**config.mk**
```make
export PLATFORM = sky130hd
export DESIGN_NAME = aoc_ctrl
export DESIGN_NICKNAME = d
export VERILOG_FILES = /design/src/core/aoc_pkg.sv /design/src/core/aoc_ctrl.sv
export SDC_FILE = /design/constraint.sdc
export NUM_CORES = 1
export LEC_CHECK = 0
export BUFFER_PORTS_ARGS = -buffer_cell sky130_fd_sc_hd__buf_2
export CAP_MARGIN = 0
export CORE_MARGIN = 4
export CORE_UTILIZATION = 50
export DETAILED_ROUTE_END_ITERATION = 10
export HOLD_SLACK_MARGIN = 0.05
export PLACE_DENSITY_LB_ADDON = 0.15
export SYNTH_ARGS = -nofsm -noshare
export SYNTH_HDL_FRONTEND = slang
export SYNTH_SLANG_ARGS = --single-unit
```
**constraint.sdc**
```tcl
create_clock -name mclk -period 6.5 [get_ports mclk]
set_clock_uncertainty 0.2 [all_clocks]
set_input_delay 1.95 -clock mclk [delete_from_list [all_inputs] [get_ports mclk]]
set_output_delay 1.95 -clock mclk [all_outputs]
set_load 0.1 [all_outputs]
```
**src/core/aoc_pkg.sv**
```systemverilog
// Purpose: shared constants for the offset and low-power control block
// Assumes: 8-bit register port, 3-bit register index
// Notes: register offsets are byte indices on the plain port
package aoc_pkg;

  // register indices
  localparam logic [2:0] A_CTRL = 3'h0;
  localparam logic [2:0] A_CTRL2 = 3'h1;
  localparam logic [2:0] A_STAT = 3'h2;
  localparam logic [2:0] A_RES_H = 3'h3;
  localparam logic [2:0] A_RES_L = 3'h4;
  localparam logic [2:0] A_OFS_H = 3'h5;
  localparam logic [2:0] A_OFS_L = 3'h6;

  // control field positions
  localparam int C_EN = 0;
  localparam int C_MODE = 1;
  localparam int C_DIFF = 3;
  localparam int C_CONT = 4;
  localparam int C_HWT = 5;
  localparam int C_CLK = 6;

  // control 2 field positions
  localparam int C2_AVG = 0;
  localparam int C2_AVGS = 1;
  localparam int C2_CMP = 3;
  localparam int C2_IE = 4;
  localparam int C2_START = 5;
  localparam int C2_CAL = 6;

  // status field positions
  localparam int S_DONE = 0;
  localparam int S_BUSY = 1;
  localparam int S_CAL = 2;

  // clock source codes
  localparam logic [1:0] CLK_BUS = 2'h0;
  localparam logic [1:0] CLK_BUS2 = 2'h1;
  localparam logic [1:0] CLK_ALT = 2'h2;
  localparam logic [1:0] CLK_ASYNC = 2'h3;

  // resolution mode codes
  localparam logic [1:0] M_8 = 2'h0;
  localparam logic [1:0] M_12 = 2'h1;
  localparam logic [1:0] M_10 = 2'h2;
  localparam logic [1:0] M_16 = 2'h3;

  // reset values
  localparam logic [7:0] CTRL_RST = 8'h00;
  localparam logic [7:0] CTRL2_RST = 8'h00;
  localparam logic [15:0] OFS_RST = 16'h0000;
  localparam logic [15:0] RES_RST = 16'h0000;

  // averaging count is 1 << (select + base)
  localparam logic [2:0] AVG_BASE = 3'h2;

  typedef enum logic [1:0] {
    ST_IDLE = 2'b01,
    ST_CONV = 2'b10
  } aoc_state_t;

endpackage

```
**src/core/aoc_ctrl.sv**
```systemverilog
// Purpose: offset correction, saturation and low-power mode control
// Assumes: converter core signals on mclk, one clock domain
// Notes: compare evaluation and sampling live outside this block
//
// Behaviour
// - offset is one signed left-justified 16-bit word
// - subtract offset, then store into result pair
// - clamp out-of-range results to mode limits
// - lower limit 0x0000 single-ended, sign-extended -2^(n-1) differential (0x8000 at 16 bits)
// - 8-bit single-ended uses offset bits 14..7
// - 9-bit differential uses same bits, sign at 8
// - 16-bit differential subtracts offset bit for bit
// - 16-bit single-ended offset has no bit zero
// - calibration end loads offset; writes override later
// - averaging: subtract offset from averaged value
// - running conversion survives entry into wait
// - in wait only hardware or continuous starts
// - all clock sources usable during wait
// - each conversion sets done flag, interrupt wakes
// - averaging or compare gate the done flag
// - single mode compare fail returns idle quietly
// - stop3 without async clock aborts, keeps registers
// - stop3 with async clock keeps converting
// - stop3 result holds first completed conversion when compare and averaging are off
// - stop3 done flag and interrupt wake system
// - stop2 disables and resets every register
//
// Chosen here: the placing of the registers and the address-and-strobe port.
`timescale 1ns/10ps
`default_nettype none

module aoc_ctrl
  import aoc_pkg::*;
(
  input wire logic mclk,
  input wire logic rst,
  input wire logic [2:0] addr,
  input wire logic [7:0] wdata,
  input wire logic wr,
  input wire logic rd,
  output logic [7:0] rdata,
  input wire logic hw_trig,
  input wire logic wait_mode,
  input wire logic stop3_mode,
  input wire logic stop2_mode,
  input wire logic samp_valid,
  input wire logic [15:0] samp_data,
  input wire logic cmp_true,
  input wire logic cal_done,
  input wire logic [15:0] cal_offset,
  output logic conv_start,
  output logic conv_abort,
  output logic cal_start,
  output logic irq
);

  logic [7:0] ctrl_r;
  logic [7:0] ctrl2_r;
  logic [15:0] ofs_r;
  logic [15:0] res_r;
  logic done_r;
  logic cal_r;
  logic s3_hold_r;
  logic [4:0] cnt_r;
  logic signed [22:0] acc_r;
  aoc_state_t state_r;
  aoc_state_t state_nxt;

  logic en;
  logic [1:0] mode;
  logic diff;
  logic cont;
  logic hwt;
  logic [1:0] clk_sel;
  logic avg_en;
  logic [1:0] avgs;
  logic cmp_en;
  logic ie;

  // field views
  assign en = ctrl_r[C_EN];
  assign mode = ctrl_r[C_MODE+:2];
  assign diff = ctrl_r[C_DIFF];
  assign cont = ctrl_r[C_CONT];
  assign hwt = ctrl_r[C_HWT];
  assign clk_sel = ctrl_r[C_CLK+:2];
  assign avg_en = ctrl2_r[C2_AVG];
  assign avgs = ctrl2_r[C2_AVGS+:2];
  assign cmp_en = ctrl2_r[C2_CMP];
  assign ie = ctrl2_r[C2_IE];

  logic wr_ok;
  logic stop_kill;
  logic kill;
  logic sw_go;
  logic hw_go;
  logic go;

  // registers are locked while calibration runs
  assign wr_ok = wr && !cal_r;
  // stop3 only stops the converter if its clock dies with the bus
  assign stop_kill = stop3_mode && (clk_sel != CLK_ASYNC);
  // wait never kills a conversion, whatever the clock source
  assign kill = stop_kill || stop2_mode || !en;
  // the core is asleep in wait or stop, so software starts are refused
  assign sw_go = wr_ok && (addr == A_CTRL2) && wdata[C2_START] && !hwt
                 && !wait_mode && !stop3_mode;
  assign hw_go = hw_trig && hwt;
  assign go = (state_r == ST_IDLE) && en && (sw_go || hw_go) && !kill;

  // resolution in bits for the active mode and conversion type
  logic [4:0] nbits;
  always_comb begin
    unique case (mode)
      M_8: nbits = diff ? 5'd9 : 5'd8;
      M_12: nbits = diff ? 5'd13 : 5'd12;
      M_10: nbits = diff ? 5'd11 : 5'd10;
      M_16: nbits = 5'd16;
    endcase
  end

  // offset aligned to the result lsb, sign carried from bit 15
  logic signed [17:0] ofs18;
  logic signed [17:0] off_al;
  logic [4:0] ofs_sh;
  assign ofs18 = {{2{ofs_r[15]}}, ofs_r};
  // shift of 16-n (single-ended) or 17-n (differential) from ofs*2
  assign ofs_sh = diff ? 5'(5'd17 - nbits) : 5'(5'd16 - nbits);
  // doubling first leaves no offset bit under result bit 0 in 16b se
  assign off_al = (ofs18 <<< 1) >>> ofs_sh;

  // raw sample: differential data arrive sign-extended
  logic signed [17:0] raw18;
  assign raw18 = diff ? {{2{samp_data[15]}}, samp_data} : {2'b00, samp_data};

  // averaging accumulator and group end
  logic signed [22:0] acc_nxt;
  logic [2:0] avg_sh;
  logic [4:0] cnt_last;
  logic last;
  logic signed [17:0] val18;
  assign acc_nxt = acc_r + 23'(raw18);
  assign avg_sh = 3'(avgs) + AVG_BASE;
  assign cnt_last = 5'((6'd1 << avg_sh) - 6'd1);
  assign last = !avg_en || (cnt_r == cnt_last);
  // offset is applied once, to the averaged value
  assign val18 = avg_en ? 18'(acc_nxt >>> avg_sh) : raw18;

  // correction and saturation
  logic signed [17:0] corr;
  logic signed [17:0] lim_hi;
  logic signed [17:0] lim_lo;
  logic [15:0] sat_val;
  assign corr = val18 - off_al;
  always_comb begin
    if (diff) begin
      lim_hi = (18'sd1 <<< 5'(nbits - 5'd1)) - 18'sd1;
      lim_lo = -(18'sd1 <<< 5'(nbits - 5'd1));
    end else begin
      lim_hi = (18'sd1 <<< nbits) - 18'sd1;
      lim_lo = 18'sd0;
    end
    if (corr > lim_hi) begin
      sat_val = lim_hi[15:0];
    end else if (corr < lim_lo) begin
      sat_val = lim_lo[15:0];
    end else begin
      sat_val = corr[15:0];
    end
  end

  // completion qualification
  logic fin;
  logic pass;
  logic xfer;
  logic plain;
  assign fin = (state_r == ST_CONV) && samp_valid && !kill && last;
  assign pass = !cmp_en || cmp_true;
  assign plain = !cmp_en && !avg_en;
  // in stop3 the first plain result is kept until exit
  assign xfer = fin && pass && !s3_hold_r;

  logic restart;
  logic more;
  // a non-final sample of an averaging group asks for the next one
  assign more = (state_r == ST_CONV) && samp_valid && !kill && !last;
  // a failed compare in single mode drops to idle with no flag
  assign restart = fin && cont;

  // conversion sequencer
  always_comb begin
    state_nxt = state_r;
    unique case (state_r)
      ST_IDLE: begin
        if (go) begin
          state_nxt = ST_CONV;
        end
      end
      ST_CONV: begin
        // a kill outranks completion, so no result lands on an abort edge
        if (kill) begin
          state_nxt = ST_IDLE;
        end else if (fin && !cont) begin
          state_nxt = ST_IDLE;
        end
      end
    endcase
  end

  always_ff @(posedge mclk or posedge rst) begin
    if (rst) begin
      state_r <= ST_IDLE;
    end else begin
      state_r <= state_nxt;
    end
  end

  // start and abort strobes to the converter core
  always_ff @(posedge mclk or posedge rst) begin
    if (rst) begin
      conv_start <= 1'b0;
      conv_abort <= 1'b0;
    end else begin
      conv_start <= go || more || restart;
      conv_abort <= (state_r == ST_CONV) && kill;
    end
  end

  // averaging count and accumulator, cleared per group
  always_ff @(posedge mclk or posedge rst) begin
    if (rst) begin
      cnt_r <= 5'h00;
      acc_r <= 23'sh000000;
    end else if (go || fin || kill) begin
      cnt_r <= 5'h00;
      acc_r <= 23'sh000000;
    end else if (more) begin
      cnt_r <= cnt_r + 5'h01;
      acc_r <= acc_nxt;
    end
  end

  // control registers; stop2 returns them to reset
  always_ff @(posedge mclk or posedge rst) begin
    if (rst) begin
      ctrl_r <= CTRL_RST;
      ctrl2_r <= CTRL2_RST;
    end else if (stop2_mode) begin
      ctrl_r <= CTRL_RST;
      ctrl2_r <= CTRL2_RST;
    end else if (wr_ok) begin
      if (addr == A_CTRL) begin
        ctrl_r <= wdata;
      end
      if (addr == A_CTRL2) begin
        // start and cal are actions, not stored bits
        ctrl2_r <= wdata & 8'h1F;
      end
    end
  end

  // calibration busy bit and its start strobe
  always_ff @(posedge mclk or posedge rst) begin
    if (rst) begin
      cal_r <= 1'b0;
      cal_start <= 1'b0;
    end else if (stop2_mode) begin
      cal_r <= 1'b0;
      cal_start <= 1'b0;
    end else begin
      cal_start <= wr_ok && (addr == A_CTRL2) && wdata[C2_CAL];
      if (wr_ok && (addr == A_CTRL2) && wdata[C2_CAL]) begin
        cal_r <= 1'b1;
      end else if (cal_done) begin
        cal_r <= 1'b0;
      end
    end
  end

  // offset word: calibration loads it, software may override
  always_ff @(posedge mclk or posedge rst) begin
    if (rst) begin
      ofs_r <= OFS_RST;
    end else if (stop2_mode) begin
      ofs_r <= OFS_RST;
    end else if (cal_r && cal_done) begin
      ofs_r <= cal_offset;
    end else if (wr_ok && (addr == A_OFS_H)) begin
      ofs_r[15:8] <= wdata;
    end else if (wr_ok && (addr == A_OFS_L)) begin
      ofs_r[7:0] <= wdata;
    end
  end

  // result pair gets the saturated corrected value
  always_ff @(posedge mclk or posedge rst) begin
    if (rst) begin
      res_r <= RES_RST;
    end else if (stop2_mode) begin
      res_r <= RES_RST;
    end else if (xfer) begin
      res_r <= sat_val;
    end
  end

  // stop3 hold: only the first plain result of a stop3 stay lands
  always_ff @(posedge mclk or posedge rst) begin
    if (rst) begin
      s3_hold_r <= 1'b0;
    end else begin
      // leaving stop3 reopens the result pair for the next stay
      if (!stop3_mode || stop2_mode) begin
        s3_hold_r <= 1'b0;
      end else if (xfer && plain) begin
        s3_hold_r <= 1'b1;
      end
    end
  end

  // done flag: write one clears, a new completion wins the same cycle
  always_ff @(posedge mclk or posedge rst) begin
    if (rst) begin
      done_r <= 1'b0;
    end else if (stop2_mode) begin
      done_r <= 1'b0;
    end else if ((fin && pass) || (cal_r && cal_done)) begin
      done_r <= 1'b1;
    end else if (wr_ok && (addr == A_STAT) && wdata[S_DONE]) begin
      done_r <= 1'b0;
    end
  end

  // interrupt request doubles as the wake-up from wait and stop3
  always_ff @(posedge mclk or posedge rst) begin
    if (rst) begin
      irq <= 1'b0;
    end else begin
      irq <= done_r && ie && !stop2_mode;
    end
  end

  // read data one cycle after the strobe, zero elsewhere
  logic [7:0] rd_mux;
  always_comb begin
    rd_mux = 8'h00;
    unique case (addr)
      A_CTRL: rd_mux = ctrl_r;
      A_CTRL2: rd_mux = ctrl2_r;
      A_STAT: rd_mux = {5'h00, cal_r, (state_r == ST_CONV), done_r};
      A_RES_H: rd_mux = res_r[15:8];
      A_RES_L: rd_mux = res_r[7:0];
      A_OFS_H: rd_mux = ofs_r[15:8];
      A_OFS_L: rd_mux = ofs_r[7:0];
      default: rd_mux = 8'h00;
    endcase
  end

  always_ff @(posedge mclk or posedge rst) begin
    if (rst) begin
      rdata <= 8'h00;
    end else begin
      rdata <= rd ? rd_mux : 8'h00;
    end
  end

  // limitation: the core is trusted to send one sample per start;
  // a stray sample while idle is dropped, since every sample path checks
  // the sequencer state before it touches the result or the flag

endmodule

`default_nettype wire

```
# Word-level counts from Yosys, hierarchy flattened
# Index checks and enable logic that the tools add are counted.
# classes
addsub	11
order_cmp	2
eq_ne	16
shift	5
mux	43
reduce_logical	69
# ops
operator	n
2-to-1 mux 16 bit	6
2-to-1 mux 8 bit	10
2-to-1 mux 18 bit	4
case mux 8 bit (7 select lines)	1
2-to-1 mux 23 bit	2
<<< shifter 2 x 5 -> 18 bit (first input constant)	2
subtractor 18 x 2 -> 18 bit (second input constant)	2
logical AND 1 bit	30
adder 23 x 18 -> 23 bit	1
>>> shifter 23 x 3 -> 18 bit	1
case mux 5 bit (4 select lines)	1
> comparator 18 bit	1
< comparator 18 bit	1
negator 18 bit	1
>>> shifter 17 x 5 -> 18 bit	1
subtractor 18 bit	1
2-to-1 mux 5 bit	3
logical NOT 1 bit	12
2-to-1 mux 1 bit	12
nonzero test 2 bit	6
nonzero test 3 bit	4
logical OR 1 bit	11
subtractor 5 x 1 -> 5 bit (second input constant)	2
subtractor 5 bit (first input constant)	2
16 further kinds	29
# word_totals
reg_bits	93
output_inout_bits	12
elab_cells	162

# Longest topological paths before layout
# Gate-level depths: netlist of the first run.
# logic_depth
word_depth	13
mapped_depth	35
depth_no_buf	34

# Worst setup path after synthesis of the first run
# Ideal clock, no wire load.
# synth_path
path_kind	input to register
from	input samp_data[0]
to	register res_r[5]
setup_time_ps	104
arrival_time_ps	8132
t_required_ps	6196
setup_slack_ps	-1936
cell_stages	35
path_buffers	1
path_cell_list	ha_1 fa_1 a21o_1 a211o_1 a31o_2 a21o_1 a21o_1 a21o_1 a21oi_1 xnor2_1 nor2_1 a2111oi_0 a21o_1 ha_1 nand3_1 a21oi_1 o21a_1 o22ai_1 o21bai_1 a21o_1 a21oi_1 xnor2_1 xnor2_1 ha_1 nand4_1 nor4_1 nand2_1 nor3_1 a31oi_1 nor4_1 a31oi_4 a31oi_2 buf_6 o21ai_1 o311ai_1
# synth_via
elab_chain_cells	10
word_cells_on_any_way	11
cone_classes	add/sub: 2; order compare: 2; shift: 1; mux: 6
# synth_lines
element	line	rtl
from (decl)	aoc_ctrl.sv:47	input wire logic [15:0] samp_data,
2-to-1 mux 18 bit (*)	aoc_ctrl.sv:134	assign raw18 = diff ? {{2{samp_data[15]}}, samp_data} : {2'b00, samp_data};
adder 23 x 18 -> 23 bit	aoc_ctrl.sv:142	assign acc_nxt = acc_r + 23'(raw18);
>>> shifter 23 x 3 -> 18 bit	aoc_ctrl.sv:147	assign val18 = avg_en ? 18'(acc_nxt >>> avg_sh) : raw18;
2-to-1 mux 18 bit (*)	aoc_ctrl.sv:147	
subtractor 18 bit (*)	aoc_ctrl.sv:154	assign corr = val18 - off_al;
< comparator 18 bit	aoc_ctrl.sv:165	end else if (corr < lim_lo) begin
2-to-1 mux 16 bit	aoc_ctrl.sv:165	
2-to-1 mux 16 bit (*)	aoc_ctrl.sv:163	if (corr > lim_hi) begin
2-to-1 mux 16 bit (*)	aoc_ctrl.sv:301	end else if (xfer) begin
2-to-1 mux 16 bit (*)	aoc_ctrl.sv:299	end else if (stop2_mode) begin
to (signal assigned)	aoc_ctrl.sv:302	res_r <= sat_val;
to (decl)	aoc_ctrl.sv:60	logic [15:0] res_r;
# Mark *: on every way between the ends. The rest lies on a longest branch, timed or not. The select of a mux whose other input is x is not followed.
# A chain may end at the register's enable or synchronous reset.

# Worst setup path in the final report of the first run
# layout_path
from	input samp_data[0]
to	register res_r[6]
# The elaborated chain is that of the path after synthesis.

==> impl_metrics.py, run 1 <==
metrics = {
    "synthesis": {
        "mappedNetlistArea_um2": 9310,
        "seq_area_frac_synth_pct": 24.2,
        "synth-warning-count": 0,
        "ys_ff_latch": 90,
        "synth_async_sr_flop_share_pct": 100,
        "ys.flop_type": "dfrtp_1",
        "synth_edf_count": 0,
        "syn_inst": 1167,
        "syn-mean-instance-area_um2": 7.98,
        "synthDistinctLibCells": 82,
        "synth_nets": 1295,
    },
    "cells_and_area": {
        "area_growth_pct": 27.7,
        "nets": 1516,
        "final_core_util_pct": 65.5,
        "fillers": 1565,
        "ff_latch_area_um2": 2250,
        "design_area_um2": 11900,
        "multi_input_area_um2": 7020,
        "drive_gt1_share_pct": 26.8,
        "layout_commonest_cell": "buf_4",
        "n_antenna_cell": 0,
        "stdcell_count": 1622,
        "layout_common_cells": "buf_4, nand2_1, a21oi_1",
    },
    "grt": {
        "first_global_vias": 9299,
        "grt_pass1_wl_mm": 48.5,
        "antenna_found_initial": 0,
        "grt_use_total_pct": 29.2,
        "overflow": 0,
        "grt_max_degree": 60,
    },
    "clock_network": {
        "cts.clk_slew.worst_paths_ps": 80,
        "ctsHoldBuffers": 0,
        "cts_sinks": 90,
        "clock_latency_ps": 360,
        "cts_buffers": 9,
        "root_buffer": "clkbuf_16",
        "htree_levels": 3,
        "cts_buffer_depth": 2,
        "cts_tree": "done",
    },
    "worst_setup_path": {
        "crit_fanout": 4,
        "critPathArrivalTime_ps": 7910,
        "path_class": "in -> reg",
        "path_common_cell": "a21o_1",
        "critPathCaptureType": "flip-flop",
        "worst-path-buf-inv": 4,
        "cpMaxStageDelayCell": "fa_2",
        "worst_path_largest_cell_delay_ps": 340,
        "reg2reg_setup_slack_ps": -180,
        "critPathRequiredTime_ps": 6520,
        "worst-path-stages": 35,
        "r2r-end": "res_r[6]",
        "critPathLaunchType": "primary input",
        "r2r_cells": 32,
        "crit_family": "compound AO/OA/AOI/OAI gates",
        "r2r_start": "ctrl_r[1]",
    },
    "detailed_routing": {
        "wl_mm": 29.9,
        "drt.antenna.violating_nets": 0,
        "route.vias.total": 9821,
        "route.detailed.drc": 0,
        "routed_via_density": 6.05,
        "post_drt_wl_per_cell_um": 18.5,
        "drt_first_pass_iters": 5,
        "drt_iter0_drc": 776,
    },
    "place": {
        "io_buffer_count": 65,
        "dp.cells": 1585,
        "gp_congestion": 0.929,
        "dpl.hpwl_mm": 23.2,
        "dpl_cell_area_um2": 11200,
    },
    "power_and_ir_drop": {
        "irDropWorstVdd_mv": 0.153,
        "total_power_w": 0.00222,
        "power_leakage_nw": 5.52,
        "powerDensity_nw_per_um2": 187,
    },
    "floorplanning": {
        "num_rows": 49,
        "start_util_pct": 51.3,
        "chipWidth_um": 144,
        "dieHeight_um": 144,
        "io_pins": 66,
        "core_um2": 18100,
        "dieArea_um2": 20900,
    },
    "sta": {
        "finalHoldViolations": 0,
        "setup_violations": 16,
        "fin_crit_sh_pct": 121,
        "fmax_mhz": 127,
        "rsz0062_at_grt": "true",
        "max_slew_margin_pct": 34.2,
        "worst_slew_pin_slew_ps": 987,
        "setup_ws_ps": -1390,
        "fin_crit_ps": 7890,
        "hold_ws_ps": 298,
        "report.final.slew_viol_count": 0,
    },
    "outcome": {
        "status": "complete, but fails checks",
        "violations": "setup timing",
    },
    "hold_path": {
        "min_from": "acc_r[15]",
        "min_to": "acc_r[15]",
        "hold_depth": 2,
        "hp-class": "reg -> reg",
    },
    "job": {
        "drv_cap": 0,
    },
}
worst max path at each step:
stage | to | start | slack [ps]
floorplan | res_r[0] | samp_data[0] | -1070
global placement | res_r[9] | samp_data[0] | -1770
detailed placement | res_r[8] | samp_data[0] | -1880
CTS | res_r[12] | samp_data[0] | -1390
global route | res_r[14] | samp_data[0] | -1790
finish | res_r[6] | samp_data[0] | -1390
worst register-to-register path: cells and delay by family, from the launching register on:
kind	cells	cell delay [ps]
AO/OA/AOI/OAI	13	2510
buffers and inverters	6	940
adder cells (fa/ha/maj)	3	920
AND/OR/NAND/NOR	7	800
multiplexers	2	530
flip-flops	1	450
XOR/XNOR	1	220
what timing repair did:
item                                    4_1_cts  5_1_grt
buffers inserted                             12        8
gates cloned                                  1        0
endpoints found under the setup margin       16       16
gates resized for setup                      42       17
pin swaps                                    43       22
area by class of cell:
cell class | count | share of cell area (%)
Sequential cell | 90 | 18.9
Tap cell | 229 | 2.41
Multi-Input combinational cell | 981 | 59.0
Clock buffer | 10 | 1.93
Inverter | 31 | 0.989
Timing Repair Buffer | 275 | 16.3
Clock inverter | 6 | 0.421
registers in the layout (all words and copies together), names as in the netlist:
register / cells
done_r: 1
conv_abort: 1
irq: 1
ctrl2_r: 5
ofs_r: 16
cal_r: 1
s3_hold_r: 1
rdata: 8
cnt_r: 5
acc_r: 23
conv_start: 1
state_r: 2
cal_start: 1
ctrl_r: 8
res_r: 16
layer usage:
| layer | global-route usage (%) | share of wire [%] |
|---|---|---|
| met1 | 40.5 | 45 |
| met2 | 46.9 | 46 |
| met3 | 4.07 | 6.3 |
| met4 | 9.77 | 3.2 |
| met5 | 0 | 0 |
where the power goes:
| part | leakage [nW] | switching [W] | internal [W] | total, W |
|---|---|---|---|---|
| registers | 1.23 | 0.0000220 | 0.000585 | 0.000607 |
| logic | 4.15 | 0.000616 | 0.000482 | 0.00110 |
| clock network | 0.135 | 0.000253 | 0.000265 | 0.000518 |
| total | 5.52 | 0.000892 | 0.00133 | 0.00222 |
cells in the mapped netlist (all sizes together) (9+ instances only):
| cell | n | area, µm² |
|---|---|---|
| o21a | 14 | 105 |
| inv | 28 | 105 |
| nor4 | 10 | 62.6 |
| o31ai | 20 | 150 |
| a21oi | 108 | 552 |
| nor2 | 93 | 357 |
| nor3 | 16 | 91.3 |
| a211oi | 19 | 158 |
| o21ai | 84 | 420 |
| nor2b | 28 | 175 |
| a31oi | 21 | 159 |
| ha | 72 | 901 |
| buf | 18 | 92.6 |
| nand2 | 146 | 548 |
| a22o | 20 | 175 |
| xor2 | 25 | 219 |
| nand4 | 9 | 56.3 |
| xnor2 | 36 | 315 |
| a21o | 24 | 180 |
| and2 | 11 | 68.8 |
| nand2b | 11 | 68.8 |
| dfrtp | 89 | 2230 |
| nand3 | 26 | 135 |
| o211ai | 16 | 134 |
| clkbuf | 48 | 180 |
| mux2i | 56 | 564 |
stage by stage:
stage / TNS, ps / setup slack (ps)
floorplan: -16030 / -1070
finish: -21470 / -1390
CTS: -21330 / -1390
detailed placement: -29460 / -1880
global route: -27680 / -1790
global placement: -27760 / -1770
logic make-up after synthesis:
logic type / share of synthesized area (%)
compound gates: 28.6
flops: 24.2
mux: 8.28
simple gates: 18.6
buf+inv: 4.18
xor+xnor: 5.98
fa+ha+maj: 10.1
other cells: 0.0403
No activity file was read; power rests on OpenSTA's default activity.
==> inputs of run 2 (changes only) <==
--- a/config.mk
+++ b/config.mk
@@ -11,7 +11,7 @@
 export CORE_UTILIZATION = 50
 export DETAILED_ROUTE_END_ITERATION = 10
 export HOLD_SLACK_MARGIN = 0.05
-export PLACE_DENSITY_LB_ADDON = 0.15
+export PLACE_DENSITY = 0.68
 export SYNTH_ARGS = -nofsm -noshare
 export SYNTH_HDL_FRONTEND = slang
 export SYNTH_SLANG_ARGS = --single-unit
==> constraint.sdc (replaced) <==
create_clock -name mclk -period 7.65 [get_ports mclk]
set_clock_uncertainty 0.2 [all_clocks]
set_input_delay 2.295 -clock mclk [delete_from_list [all_inputs] [get_ports mclk]]
set_output_delay 2.295 -clock mclk [all_outputs]
set_load 0.1 [all_outputs]
==> run 2 against run 1 <==
Against the previous run:
- critical endpoint unchanged
- setup slack gained 700 ps
- combinational power shrank 20%
- global-route usage shrank 1.1 points
- non-clock buffer count shrank 30
- highest routed layer is now met5
- first-iteration DRC count grew 2.4%
- the flow still finishes with violations (setup timing)
==> impl_metrics.py, run 2 (synthesis gave the netlist of run 1 again) <==
metrics = {
    "sta": {
        "worst_slew_pin_slew_ps": 1040,
        "finalHoldViolations": 0,
        "fin_crit_sh_pct": 109,
        "report.final.slew_viol_count": 0,
        "setup_violations": 16,
        "fmax_mhz": 120,
        "max_slew_margin_pct": 30.3,
        "hold_ws_ps": 307,
        "fin_crit_ps": 8340,
        "setup_ws_ps": -685,
        "rsz0062_at_grt": "true",
    },
    "floorplanning": {
        "dieArea_um2": 20900,
        "num_rows": 49,
        "core_um2": 18100,
        "chipWidth_um": 144,
        "dieHeight_um": 144,
        "start_util_pct": 51.3,
        "io_pins": 66,
    },
    "grt": {
        "grt_pass1_wl_mm": 46.6,
        "grt_max_degree": 81,
        "first_global_vias": 9194,
        "overflow": 0,
        "antenna_found_initial": 1,
        "grt_use_total_pct": 28.1,
    },
    "power_and_ir_drop": {
        "share_comb_of_total_power_pct": 48.3,
        "power_switching_share_pct": 39.1,
        "powerDensity_nw_per_um2": 157,
        "power_leakage_nw": 5.33,
        "seq_power_share_pct": 28.3,
        "p_switching_w": 0.000709,
        "irDropWorstVdd_mv": 0.127,
        "p_int_w": 0.00111,
        "pwr-share-clk_pct": 23.4,
    },
    "hold_path": {
        "hp-class": "reg -> reg",
    },
    "detailed_routing": {
        "routed_via_density": 6.13,
        "wl_met2_mm": 13.4,
        "met3_length_mm": 2.08,
        "post_drt_wl_per_cell_um": 18.3,
        "wl_mm": 29.1,
        "drt_iter0_drc": 795,
        "route.detailed.drc": 0,
        "drt.antenna.violating_nets": 0,
        "drt_first_pass_iters": 5,
        "route.vias.total": 9741,
        "wl_met1_mm": 12.7,
        "top_layer": "met5",
    },
    "cells_and_area": {
        "fillers": 1594,
        "stdcell_count": 1590,
        "largest_reg_flops": 23,
        "layout_commonest_cell": "buf_4",
        "largestRegisters": "acc_r x23, ofs_r x16, res_r x16",
        "final_core_util_pct": 63.5,
        "n_antenna_cell": 0,
        "top_register": "acc_r",
        "area_growth_pct": 23.9,
        "drive_gt1_share_pct": 24.1,
        "nets": 1485,
        "layout_common_cells": "buf_4, nand2_1, a21oi_1",
    },
    "worst_setup_path": {
        "worst_path_largest_cell_delay_ps": 340,
        "critPathCaptureType": "flip-flop",
        "path_class": "in -> reg",
        "critPathArrivalTime_ps": 8400,
        "cpMaxStageDelayCell": "fa_2",
        "critPathRequiredTime_ps": 7720,
        "critPathLaunchType": "primary input",
        "crit_fanout": 5,
    },
    "outcome": {
        "violations": "setup timing",
        "status": "complete, but fails checks",
    },
    "clock_network": {
        "clock_latency_ps": 350,
        "root_buffer": "clkbuf_16",
        "htree_levels": 3,
        "cts_buffer_depth": 2,
        "ctsHoldBuffers": 0,
        "cts.clk_slew.worst_paths_ps": 70,
        "cts_sinks": 90,
        "cts_buffers": 9,
        "cts_tree": "done",
    },
    "place": {
        "dpl.hpwl_mm": 22.7,
        "dp.cells": 1567,
        "gp_congestion": 0.941,
        "io_buffer_count": 65,
    },
    "job": {
        "drv_cap": 0,
    },
}
[run 2: cell types whose count changed in the layout (fill, tap and decap cells not counted), sizes merged]
cell and change:
inv +1, clkinv -2, mux2 -1, buf -30
[run 2: path summary, 6_finish.rpt]
| path | cells past startpoint | start | slack [ps] | endpoint |
|---|---|---|---|---|
| worst max-delay path | 37 | samp_data[0] | -690 | res_r[6] |
| worst min-delay path | 2 | acc_r[15] | 310 | acc_r[15] |
| worst max register to register | 34 | ctrl_r[2] | 360 | res_r[6] |
| worst min register to register | 2 | acc_r[15] | 310 | acc_r[15] |
| max in group asynchronous | 3 | rst | 4340 | res_r[5] |
| min in group asynchronous | 2 | rst | 1640 | cnt_r[0] |
[run 2: cell type report]
cell class	count	area, µm²	share of cell area (%)
Inverter	31	119	1.03
Tap cell	229	287	2.49
Multi-Input combinational cell	980	6910	60.0
Clock inverter	5	38.8	0.336
Timing Repair Buffer	245	1690	14.7
Sequential cell	90	2250	19.5
Clock buffer	10	229	1.99
[run 2: worst max-delay path, delay by kind of cell]
kind                       cells  cell delay [ps]
AOI/OAI and AO/OA             17             2710
xor gates and xnor gates       2              310
adders and majority gates      4             1090
buffers and inverters          4              590
muxes                          1              110
and+or+nand+nor                9             1270
[run 2: layer usage]
metal | up-vias | track usage [%]
li1 | 4685 | -
met1 | 4622 | 38.4
met5 | - | 0
met4 | 2 | 9.43
met2 | 369 | 45.4
met3 | 63 | 4.53
[run 2: power by group through the flow]
stage                     Clock [W]  Sequential [W]  Combinational [W]
after floorplan                   0        0.000549           0.000472
after global placement            0        0.000522           0.000821
after detailed placement          0        0.000523           0.000833
after CTS                  0.000429        0.000514           0.000853
after global routing       0.000446        0.000516           0.000955
final                      0.000424        0.000514           0.000876
[run 2: timing repair]
item,CTS,global route
gates cloned,0,0
gates resized for setup,18,12
setup endpoints to repair,16,16
buffers inserted,6,2
pin swaps,30,3
[run 2: stage by stage]
stage                     setup TNS (ps)  total power [W]  instance area (µm²)  setup slack (ps)
after floorplan                    -3150          0.00102                 9440              -263
after global placement            -14690          0.00134                11100              -956
after detailed placement          -18190          0.00136                11100             -1170
after CTS                          -9120          0.00180                11500              -603
after global routing              -16240          0.00192                11500             -1070
final                             -10640          0.00181                11500              -685
